**src/verilog/aicc_pkg.sv**
```systemverilog
// Package of constants and types for the input configuration control block
// Notes on behaviour
// A write with bits 11 and 10 both zero addresses the first control word.
// Bit 0 picks the reference: zero on-chip, one external.
// Bit 1 zero: continuous, one result stored per falling sample clock edge.
// Bit 1 one: falling edge of the start pin holds and converts selected inputs.
// In single-shot mode the ready flag rises only once the trigger is met.
// Bit 2 zero keeps the converter running, one powers it down.
// Writes, reads and FIFO readout still work while powered down.
// Bits 7..3 choose single-ended, differential or autoscan; other codes reserved.
// Bits 9..8 substitute upper, midpoint or lower reference for the input.
// Reset value is all zero except the low differential-count bit.
// The host puts ten value bits low and two address bits high.
// Trigger is met when written results reach the trigger level.
// The host never writes a reserved input arrangement code.
package aicc_pkg;
   localparam int DATA_W = 12;
   localparam int CFG_W = 10;
   localparam logic [1:0] ADDR_CW0 = 2'h0;
   localparam int ADDR_LO = 10;
   localparam int VREF_POS = 0;
   localparam int MODE_POS = 1;
   localparam int PD_POS = 2;
   localparam int ARR_LO = 3;
   localparam int TEST_LO = 8;
   localparam logic [9:0] CW0_RESET = 10'h020;
   localparam logic [4:0] ARR_POS_SE = 5'h00;
   localparam logic [4:0] ARR_NEG_SE = 5'h01;
   localparam logic [4:0] ARR_DIFF = 5'h04;
   localparam logic [4:0] ARR_SCAN = 5'h11;
   localparam int FIFO_DEPTH = 8;
   localparam logic [3:0] TRIG_RESET = 4'h1;

   typedef enum logic [1:0] {SRC_NORMAL, SRC_UPPER, SRC_MID, SRC_LOWER} aicc_src_t;

   typedef struct packed {
      logic [1:0] test_sel;
      logic [4:0] arrangement;
      logic power_down_bit;
      logic single_mode;
      logic ext_ref;
   } aicc_cfg_t;

   typedef struct packed {
      logic chan;
      logic [11:0] value;
   } aicc_sample_t;
endpackage

```
**src/verilog/aicc_fifo.sv**
```systemverilog
// Result FIFO with valid and ready on both sides
`timescale 1ns/10ps
`default_nettype none
module aicc_fifo #(
   parameter int WIDTH = 13,
   parameter int DEPTH = 8
) (
   // Clock and reset
   input wire logic ref_clk,
   input wire logic rst_n,
   input wire logic flush,
   // Fill side
   input wire logic in_valid,
   output logic in_ready,
   input wire logic [WIDTH-1:0] in_data,
   // Drain side
   output logic out_valid,
   input wire logic out_ready,
   output logic [WIDTH-1:0] out_data
);
   localparam int AW = $clog2(DEPTH);
   logic [WIDTH-1:0] mem_reg [DEPTH];
   logic [AW-1:0] wr_reg, rd_reg;
   logic [AW:0] cnt_reg;
   logic push, pop;

   assign in_ready = (cnt_reg != (AW+1)'(DEPTH));
   assign out_valid = (cnt_reg != '0);
   assign out_data = mem_reg[rd_reg];
   assign push = in_valid && in_ready;
   assign pop = out_valid && out_ready;

   always_ff @(posedge ref_clk) begin
      if (push) begin
         mem_reg[wr_reg] <= in_data;
      end
   end

   always_ff @(posedge ref_clk or negedge rst_n) begin
      if (!rst_n) begin
         wr_reg <= '0;
         rd_reg <= '0;
         cnt_reg <= '0;
      end else if (flush) begin
         wr_reg <= '0;
         rd_reg <= '0;
         cnt_reg <= '0;
      end else begin
         if (push) begin
            wr_reg <= (wr_reg == AW'(DEPTH-1)) ? '0 : wr_reg + 1'b1;
         end
         if (pop) begin
            rd_reg <= (rd_reg == AW'(DEPTH-1)) ? '0 : rd_reg + 1'b1;
         end
         cnt_reg <= cnt_reg + (AW+1)'(push) - (AW+1)'(pop);
      end
   end
endmodule // aicc_fifo
`default_nettype wire

```
**src/verilog/aicc_ctrl.sv**
```systemverilog
// Input configuration control: control word zero, conversion pacing, result FIFO
`timescale 1ns/10ps
`default_nettype none
module aicc_ctrl #(
   parameter int DEPTH = aicc_pkg::FIFO_DEPTH
) (
   // Clock and reset
   input wire logic ref_clk,
   input wire logic rst_n,
   // Parallel port write
   input wire logic wr_strobe,
   input wire logic [11:0] wr_data,
   // Parallel port read
   input wire logic cfg_rd,
   output logic [9:0] cfg_rd_data,
   // Trigger level from the second control word
   input wire logic [3:0] trig_level,
   input wire logic fifo_flush,
   // Converter pin and converter core
   input wire logic sample_clock_in,
   input wire logic [11:0] conv_pos,
   input wire logic [11:0] conv_neg,
   input wire logic [11:0] conv_diff,
   input wire logic [11:0] conv_upper,
   input wire logic [11:0] conv_mid,
   input wire logic [11:0] conv_lower,
   // Configuration towards the analog side
   output aicc_pkg::aicc_cfg_t cfg_out,
   output logic hold_pulse,
   // Result readout
   input wire logic res_rd,
   output logic res_valid,
   output aicc_pkg::aicc_sample_t res_data,
   output logic fifo_ready_flag
);
   aicc_pkg::aicc_cfg_t cw_reg;
   aicc_pkg::aicc_src_t src;
   aicc_pkg::aicc_sample_t smp_next, smp_reg, fifo_q;
   logic clk_d_reg, fall, convert, scan_chan_reg, push_reg, push_ready;
   logic [3:0] fill_reg;
   logic [9:0] rd_data_reg;
   logic hold_reg, ready_reg, valid_reg, fifo_valid, pop;
   logic [11:0] value;

   // Write decode: only address zero reaches this register
   always_ff @(posedge ref_clk or negedge rst_n) begin
      if (!rst_n) begin
         cw_reg <= aicc_pkg::CW0_RESET;
      end else if (wr_strobe && wr_data[11:aicc_pkg::ADDR_LO] == aicc_pkg::ADDR_CW0) begin
         cw_reg <= wr_data[9:0];
      end
   end

   // Readback stays alive in power down
   always_ff @(posedge ref_clk or negedge rst_n) begin
      if (!rst_n) begin
         rd_data_reg <= '0;
      end else if (cfg_rd) begin
         rd_data_reg <= cw_reg;
      end
   end

   // Falling edge of the shared pin; pin taken as synchronous
   always_ff @(posedge ref_clk or negedge rst_n) begin
      if (!rst_n) begin
         clk_d_reg <= 1'b0;
      end else begin
         clk_d_reg <= sample_clock_in;
      end
   end
   assign fall = clk_d_reg && !sample_clock_in;
   // Same edge serves as conversion clock or start; power down stops both
   assign convert = fall && !cw_reg.power_down_bit;

   always_ff @(posedge ref_clk or negedge rst_n) begin
      if (!rst_n) begin
         hold_reg <= 1'b0;
      end else begin
         hold_reg <= convert && cw_reg.single_mode;
      end
   end

   // Test source selection
   always_comb begin
      case (cw_reg.test_sel)
         2'h1: src = aicc_pkg::SRC_UPPER;
         2'h2: src = aicc_pkg::SRC_MID;
         2'h3: src = aicc_pkg::SRC_LOWER;
         default: src = aicc_pkg::SRC_NORMAL;
      endcase
   end

   // Input arrangement; reserved codes fall back to the positive input
   always_comb begin
      case (cw_reg.arrangement)
         aicc_pkg::ARR_NEG_SE: value = conv_neg;
         aicc_pkg::ARR_DIFF: value = conv_diff;
         aicc_pkg::ARR_SCAN: value = scan_chan_reg ? conv_neg : conv_pos;
         default: value = conv_pos;
      endcase
      case (src)
         aicc_pkg::SRC_UPPER: value = conv_upper;
         aicc_pkg::SRC_MID: value = conv_mid;
         aicc_pkg::SRC_LOWER: value = conv_lower;
         default: value = value;
      endcase
      smp_next.chan = (cw_reg.arrangement == aicc_pkg::ARR_SCAN) ? scan_chan_reg : 1'b0;
      smp_next.value = value;
   end

   // Autoscan alternates inputs; a lost push when full drops the sample
   always_ff @(posedge ref_clk or negedge rst_n) begin
      if (!rst_n) begin
         scan_chan_reg <= 1'b0;
         push_reg <= 1'b0;
         smp_reg <= '0;
      end else begin
         push_reg <= convert;
         if (convert) begin
            smp_reg <= smp_next;
            scan_chan_reg <= (cw_reg.arrangement == aicc_pkg::ARR_SCAN) ? !scan_chan_reg : 1'b0;
         end
      end
   end

   aicc_fifo #(
      .WIDTH($bits(aicc_pkg::aicc_sample_t)),
      .DEPTH(DEPTH)
   ) u_fifo (
      .ref_clk(ref_clk),
      .rst_n(rst_n),
      .flush(fifo_flush),
      .in_valid(push_reg),
      .in_ready(push_ready),
      .in_data(smp_reg),
      .out_valid(fifo_valid),
      .out_ready(pop),
      .out_data(fifo_q)
   );

   // Readout is registered; FIFO stays readable in power down
   assign pop = res_rd && fifo_valid && !valid_reg;
   always_ff @(posedge ref_clk or negedge rst_n) begin
      if (!rst_n) begin
         valid_reg <= 1'b0;
         res_data <= '0;
      end else begin
         valid_reg <= pop;
         if (pop) begin
            res_data <= fifo_q;
         end
      end
   end

   // Count written results against the trigger level
   always_ff @(posedge ref_clk or negedge rst_n) begin
      if (!rst_n) begin
         fill_reg <= '0;
         ready_reg <= 1'b0;
      end else if (fifo_flush) begin
         fill_reg <= '0;
         ready_reg <= 1'b0;
      end else begin
         ready_reg <= 1'b0;
         if (push_reg && push_ready) begin
            if (fill_reg + 4'h1 >= trig_level) begin
               fill_reg <= '0;
               ready_reg <= 1'b1;
            end else begin
               fill_reg <= fill_reg + 4'h1;
            end
         end
      end
   end

   assign cfg_out = cw_reg;
   assign cfg_rd_data = rd_data_reg;
   assign hold_pulse = hold_reg;
   assign res_valid = valid_reg;
   assign fifo_ready_flag = ready_reg;
endmodule // aicc_ctrl
`default_nettype wire

```
**config.mk**
```make
export PLATFORM = sky130hd
export DESIGN_NAME = aicc_ctrl
export DESIGN_NICKNAME = d
export VERILOG_FILES = /design/src/verilog/aicc_pkg.sv /design/src/verilog/aicc_fifo.sv /design/src/verilog/aicc_ctrl.sv
export SDC_FILE = /design/constraint.sdc
export NUM_CORES = 1
export LEC_CHECK = 0
export ABC_AREA = 1
export ABC_CLOCK_PERIOD_IN_PS = 2770
export BUFFER_PORTS_ARGS = -buffer_cell sky130_fd_sc_hd__clkbuf_2
export CAP_MARGIN = 20
export CORE_ASPECT_RATIO = 0.6
export CORE_MARGIN = 5
export CORE_UTILIZATION = 57
export DETAILED_ROUTE_END_ITERATION = 6
export PLACE_DENSITY = 0.81
export SLEW_MARGIN = 30
export SYNTH_ARGS = -nofsm -noshare
export SYNTH_HDL_FRONTEND = slang
export SYNTH_HIERARCHICAL = 1
export SYNTH_SLANG_ARGS = --single-unit
```
**constraint.sdc**
```tcl
create_clock -name ref_clk -period 2.77 [get_ports ref_clk]
set_clock_uncertainty 0.05 [all_clocks]
set_input_delay 0.554 -clock ref_clk [delete_from_list [all_inputs] [get_ports ref_clk]]
set_output_delay 0.554 -clock ref_clk [all_outputs]
set_load 0.01 [all_outputs]
```
==> results by group, run 1 <==
Outcome
  • Outcome: complete, no violations

Flow run
  • Maxcap violations: 0

Synth
  • Mapped Cells: 936
  • Top post-synthesis cells by count: nand2_1, inv_1, edfxtp_1
  • Leading area contributor after synthesis: edfxtp_1
  • Post-synth net total: 1047
  • Largest cells by area after synthesis: edfxtp_1, dfrtp_1, nand2_1
  • Ys async rst share: 0.388
  • Synth Area per Inst: 8.87 um2
  • Post-Syn Area: 8310 um2
  • Top-count cell post-synth: nand2_1
  • Seq cells post-synth: 170
  • Synth warnings: 6
  • Synth Flop Type: edfxtp_1
  • Area share of the largest cell type after synthesis: 0.376
  • Synth unique cells: 32
  • Post-synth EDFFs: 104
  • Sequential area share after synthesis: 0.575

Power and ir drop
  • Worst IR Drop VDD: 0.000399 V
  • Power density over the cells: 795 nW/um2
  • Leak: 4.99 nW
  • Total Power: 0.00769 W

Detailed routing
  • Final ANT Viol Nets: 0
  • Vias/cell: 5.01
  • DRC viols: 0
  • Drt first pass iters: 5
  • Post-Route WL: 18700 um
  • Initial DRC count: 584
  • Avg WL per Cell: 14.7 um
  • Vias post-DR: 6388

Finish
  • ANT cells: 0
  • Layout area overhead: 16.4%
  • Layout cell share with drive strength beyond 1: 0.203
  • Number of flip-flops under the largest register name: 104
  • Final Net Count: 1176

Setup path
  • CP startpoint: u_fifo/cnt_reg[2]
  • Startpoint types: flop
  • Crit path max fanout: 5
  • Delay-heaviest family, CP: adder cells
  • Critical Path, Cell by Cell: inv_1 -> ha_1 -> nand3_1 -> nand2_1 -> nor2_1 -> nand2_1 -> inv_1 -> ha_1 -> inv_1 -> ha_1 -> fa_1 -> xnor2_1 -> nor2_1
  • RR Endpoint: u_fifo/cnt_reg[2]
  • Critical Path Sink: u_fifo/cnt_reg[2]
  • Crit path largest cell delay: 0.40 ns
  • WP data required: 3.03 ns
  • R2R Setup Slk: 0.36 ns
  • CP Depth: 13
  • Slowest-stage cell, CP: fa_1
  • Cells on worst reg2reg path: 13
  • Crit end category: flop
  • Worst r2r src: u_fifo/cnt_reg[2]
  • CP Buf/Inv Count: 3
  • CP Class: reg2reg
  • CP Data Arrival Time: 2.67 ns

Clocking
  • Hold_buf cts: 0
  • Clk_lat worst skew: 0.43 ns
  • Worst-case clock buffer depth: 2
  • Setup Buffers After CTS: 0
  • Cts repair resizes: 0
  • TritonCTS buffer count: 17
  • Clock slew at the register clock pins of the worst setup and hold paths: 0.07 ns
  • CTS root buf: clkbuf_16
  • CTS tree: built
  • Clk sink count: 170
  • CTS H-tree depth: 4

Die
  • Die Area: 17200 um2
  • Core area: 14400 um2
  • FP Rows: 34
  • I/O pin cnt: 131
  • Die H: 104 um
  • Initial Utilization: 0.578
  • Die W: 166 um

Hold path
  • Worst hold path type: in2async

Timing
  • Setup Viol. Count Final: 0
  • RSZ-0062 raised after global routing: false
  • Fmax: 416 MHz
  • Final Max Slew Viols: 0
  • Setup TNS: 0 ns
  • Worst Max-Slew Pin Slew: 0.815 ns
  • Final Hold Fails: 0
  • Hold Slack: 0.0709 ns
  • Crit share post-route: 0.869
  • Minimum clock period: 2.41 ns
  • Slew headroom: 0.455

Global route
  • GR Overflow Total: 0
  • Number of global-route vias before repair: 5992
  • First-pass GRT wire length: 30200 um
  • Total GRT Usage: 0.218
  • Antenna violations before repair: 0
  • Largest net degree at the start of global routing: 67

Placement
  • I/O Buffers: 130
  • RD Place Congestion: 0.894
  • HPWL after detailed placement: 12400 um
[where the power goes]
| part | leakage (nW) | total [W] | switching [W] | internal [W] |
|---|---|---|---|---|
| clock | 0.298 | 0.00235 | 0.00102 | 0.00134 |
| combinational | 2.95 | 0.00191 | 0.00123 | 0.000681 |
| sequential | 1.74 | 0.00342 | 0.000290 | 0.00313 |
| total | 4.99 | 0.00769 | 0.00254 | 0.00515 |
[area by class of cell]
class / count / area, um2
multi-input combinational: 556 / 2620
tap: 198 / 248
clock buffer: 21 / 504
clock inverter: 11 / 97.6
fill: 1116 / 4710
inverter: 176 / 666
timing repair buffer: 144 / 762
sequential: 170 / 4780
[stage by stage]
| step | utilization | instances | worst slack [ns] | cell area, um2 |
|---|---|---|---|---|
| 2_1_floorplan | - | 936 | 0.286 | 8310 |
| 3_3_place_gp | 0.630 | 1244 | 0.448 | 9060 |
| 3_5_place_dp | 0.630 | 1244 | 0.378 | 9060 |
| 4_1_cts | 0.672 | 1276 | 0.365 | 9670 |
| 5_1_grt | 0.672 | 1276 | 0.169 | 9670 |
| 6_report | 0.672 | 1276 | 0.364 | 9670 |
[metal layers]
metal,track usage,vias up,part of all wire
met3,0.0541,19,0.076
met2,0.341,257,0.47
li1,-,3151,-
met4,0.0489,0,0.0090
met1,0.313,2961,0.44
met5,0,-,0
[worst min-delay path by stage]
stage / start / endpoint / slack (ns)
2_1_floorplan: rst_n / cfg_out[0] / 0.21
3_3_place_gp: res_data[12] / res_data[12] / 0.41
3_5_place_dp: res_data[5] / res_data[5] / 0.41
4_1_cts: rst_n / fill_reg[1] / 0.22
5_1_grt: rst_n / fill_reg[1] / 0.12
6_report: rst_n / fill_reg[1] / 0.07
[kinds of logic after synthesis]
| logic type | after synthesis | share of synthesized area |
|---|---|---|
| simple gates | 499 | 0.251 |
| buf+inv | 210 | 0.110 |
| fa+ha+maj | 16 | 0.0250 |
| mux | 10 | 0.0136 |
| xor+xnor | 3 | 0.00316 |
| flops | 170 | 0.575 |
| compound gates | 28 | 0.0220 |
[cell usage in the layout (no fill, tap or decap), types with 3 or more instances in the layout]
| cell type | instances |
|---|---|
| nand2_1 | 312 |
| inv_6 | 3 |
| nor2_1 | 69 |
| ha_1 | 15 |
| inv_1 | 173 |
| nand4_1 | 8 |
| nor3_1 | 8 |
| clkinv_4 | 5 |
| dfrtp_1 | 65 |
| nand3_2 | 4 |
| mux2_2 | 10 |
| edfxtp_1 | 104 |
| a21oi_1 | 14 |
| clkbuf_2 | 129 |
| a21oi_2 | 9 |
| or2_2 | 12 |
| clkbuf_16 | 20 |
| nand3_1 | 81 |
| buf_4 | 14 |
[worst register-to-register path, delay by kind of cell, from the launching register on]
kind	cells	cell delay, ns
flip-flops	1	0.37
AND/OR/NAND/NOR	5	0.49
adder cells (fa/ha/maj)	4	1.02
XOR/XNOR	1	0.17
buffers and inverters	3	0.20
Note: power is estimated with default switching activity, not from simulation.
==> run 2: changes to the inputs <==
Settings changed: CORE_UTILIZATION 57 to 56, SETUP_SLACK_MARGIN set to 0.2, SYNTH_HIERARCHICAL 1 to unset.
==> run 2 against run 1 <==
Sequential power is 2% higher; critical endpoint is now u_fifo.cnt_reg[2]; sequential share of layout area is 3.0 points higher; highest routed layer unchanged; via count is 8.1% lower; count of clock-buffer cells in the layout is 1 lower; final cell count is 19% lower.
==> results by group, run 2 <==
Global route
  • First-pass GRT wire length: 30200 um
  • Total GRT Usage: 0.241
  • Number of global-route vias before repair: 5854
  • Antenna violations before repair: 0
  • GR Overflow Total: 0
  • Largest net degree at the start of global routing: 55

Synth
  • Sequential area share after synthesis: 0.626
  • Mapped Cells: 718
  • Post-synth EDFFs: 104
  • Seq cells post-synth: 170
  • Post-Syn Area: 7630 um2
  • Synth Area per Inst: 10.6 um2
  • Largest cells by area after synthesis: edfxtp_1, dfrtp_1, nor2_1
  • Synth warnings: 0
  • Synth Flop Type: edfxtp_1
  • Post-synth net total: 829
  • Area share of the largest cell type after synthesis: 0.409
  • Ys async rst share: 0.388
  • Leading area contributor after synthesis: edfxtp_1
  • Synth unique cells: 37
  • Top-count cell post-synth: nor2_1
  • Top post-synthesis cells by count: nor2_1, edfxtp_1, nand2_1

Clocking
  • Worst-case clock buffer depth: 2
  • Clk sink count: 170
  • Clock slew at the register clock pins of the worst setup and hold paths: 0.06 ns
  • CTS root buf: clkbuf_16
  • Clk_lat worst skew: 0.42 ns
  • Hold_buf cts: 0
  • CTS H-tree depth: 4
  • Cts repair resizes: 0
  • TritonCTS buffer count: 17
  • CTS tree: built
  • Setup Buffers After CTS: 0

Timing
  • Hold Slack: 0.165 ns
  • Setup TNS: 0 ns
  • RSZ-0062 raised after global routing: false
  • Setup Viol. Count Final: 0
  • Worst Max-Slew Pin Slew: 0.622 ns
  • Slew headroom: 0.584
  • Fmax: 447 MHz
  • Minimum clock period: 2.24 ns
  • Final Max Slew Viols: 0
  • Crit share post-route: 0.807
  • Final Hold Fails: 0

Detailed routing
  • Initial DRC count: 655
  • Vias post-DR: 5868
  • Final ANT Viol Nets: 0
  • Vias/cell: 5.65
  • DRC viols: 0
  • Avg WL per Cell: 18.2 um
  • Drt first pass iters: 5
  • Post-Route WL: 18900 um

Placement
  • I/O Buffers: 130
  • RD Place Congestion: 0.821
  • HPWL after detailed placement: 12400 um
  • Placed Cells: 1006
  • Placed Area: 8450 um2

Finish
  • ANT cells: 0
  • Final Net Count: 961
  • Commonest non-fill, non-tap cells in the layout: clkbuf_2, nor2_1, edfxtp_1, nand2_1, dfrtp_1
  • Number of flip-flops under the largest register name: 104
  • Commonest non-fill, non-tap cell in the layout: clkbuf_2
  • Design Area, Final: 9110 um2
  • Final Non-Filler Cells: 1038
  • Layout cell share with drive strength beyond 1: 0.258
  • Layout area overhead: 19.5%

Outcome
  • Outcome: complete, no violations

Die
  • Die W: 161 um
  • I/O pin cnt: 131
  • Core area: 13500 um2
  • Die Area: 16100 um2
  • FP Rows: 33
  • Initial Utilization: 0.565
  • Die H: 100 um

Setup path
  • Critical Path, Cell by Cell: inv_1 -> ha_1 -> nor3b_2 -> nor3_4 -> ha_1 -> inv_1 -> ha_1 -> fa_1 -> o21ai_0 -> a21oi_1
  • CP Class: reg2reg
  • Startpoint types: flop
  • Crit end category: flop
  • Slowest-stage cell, CP: fa_1
  • WP data required: 3.02 ns
  • Crit path largest cell delay: 0.39 ns
  • Most used cell, CP: ha_1
  • CP Data Arrival Time: 2.49 ns
  • Crit path max fanout: 3

Power and ir drop
  • Power density over the cells: 900 nW/um2
  • Clk network pwr share: 0.326
  • Worst IR Drop VDD: 0.000490 V
  • Sw frac: 0.320
  • Gate power share: 0.250
  • Switch Pwr: 0.00262 W
  • Leak: 3.91 nW
  • Cell Int Power: 0.00558 W
  • Sequential share of power: 0.424

Hold path
  • Worst hold path type: in2async

Flow run
  • Maxcap violations: 0
## run 2: changes by cell type after synthesis, sizes merged, moves of 2 or more
cell / previous run / this run
o211ai: 0 / 26
a21oi: 23 / 17
nand3: 85 / 58
inv: 176 / 46
nand4: 8 / 23
o21ai: 2 / 76
nand2: 313 / 100
nor3: 9 / 3
a31oi: 0 / 2
clkbuf: 5 / 7
or2: 12 / 5
nor2: 72 / 121
mux2: 10 / 12
## run 2: cell type report
class	count	area (um2)
sequential	170	4780
clock inverter	12	220
tap	175	219
multi-input combinational	466	2470
inverter	46	173
fill	986	4390
timing repair buffer	149	806
clock buffer	20	447
## run 2: final timing paths
kind,from,slack [ns],depth (start not counted),endpoint
max,u_fifo.cnt_reg[2],0.53,10,u_fifo.cnt_reg[2]
min,rst_n,0.16,2,cfg_out[9]
max reg2reg,u_fifo.cnt_reg[2],0.53,10,u_fifo.cnt_reg[2]
min reg2reg,res_data[9],0.43,2,res_data[9]
max in group asynchronous,rst_n,1.75,3,u_fifo.wr_reg[0]
min in group ref_clk,sample_clock_in,0.21,1,clk_d_reg
## run 2: kinds of logic (layout without fill, tap and decap cells)
| logic type | count (synthesis) | in the layout | share of synthesized area |
|---|---|---|---|
| AO/OA/AOI/OAI | 124 | 124 | 0.0912 |
| XOR/XNOR | 2 | 2 | 0.00230 |
| adder cells (fa/ha/maj) | 16 | 16 | 0.0272 |
| buffers and inverters | 82 | 227 | 0.0495 |
| flip-flops | 170 | 170 | 0.626 |
| multiplexers | 12 | 12 | 0.0177 |
| AND/OR/NAND/NOR | 312 | 312 | 0.186 |
## run 2: power by group through the flow
| stage | sequential (W) | combinational (W) | clock (W) |
|---|---|---|---|
| finish | 0.00348 | 0.00205 | 0.00268 |
| global route | 0.00352 | 0.00231 | 0.00282 |
| CTS | 0.00347 | 0.00206 | 0.00270 |
| detailed placement | 0.00351 | 0.00203 | 0 |
| global placement | 0.00350 | 0.00197 | 0 |
| floorplan | 0.00346 | 0.00137 | 0 |
## run 2: critical path, delay by kind of cell (launching register included)
family	cells	cell delay, ns
flip-flops	1	0.35
AO/OA/AOI/OAI	2	0.21
buffers and inverters	2	0.13
AND/OR/NAND/NOR	2	0.33
adder cells (fa/ha/maj)	4	1.04
## run 2: per-layer routing
metal,track usage,part of all wire,vias to the layer above,wire length [um]
met5,0,0,-,0
met4,0.0621,0.011,0,204
met3,0.0689,0.099,23,1870
met2,0.369,0.45,270,8480
met1,0.344,0.44,2820,8330
li1,-,-,2755,-
## run 2: per-stage QoR
stage          setup WS [ns]  total power (W)   util
3_5_place_dp           0.539          0.00554  0.626
3_3_place_gp           0.628          0.00547  0.626
4_1_cts                0.525          0.00823  0.675
5_1_grt                0.324          0.00866  0.675
6_report               0.535          0.00821  0.675
2_1_floorplan          0.495          0.00483      -
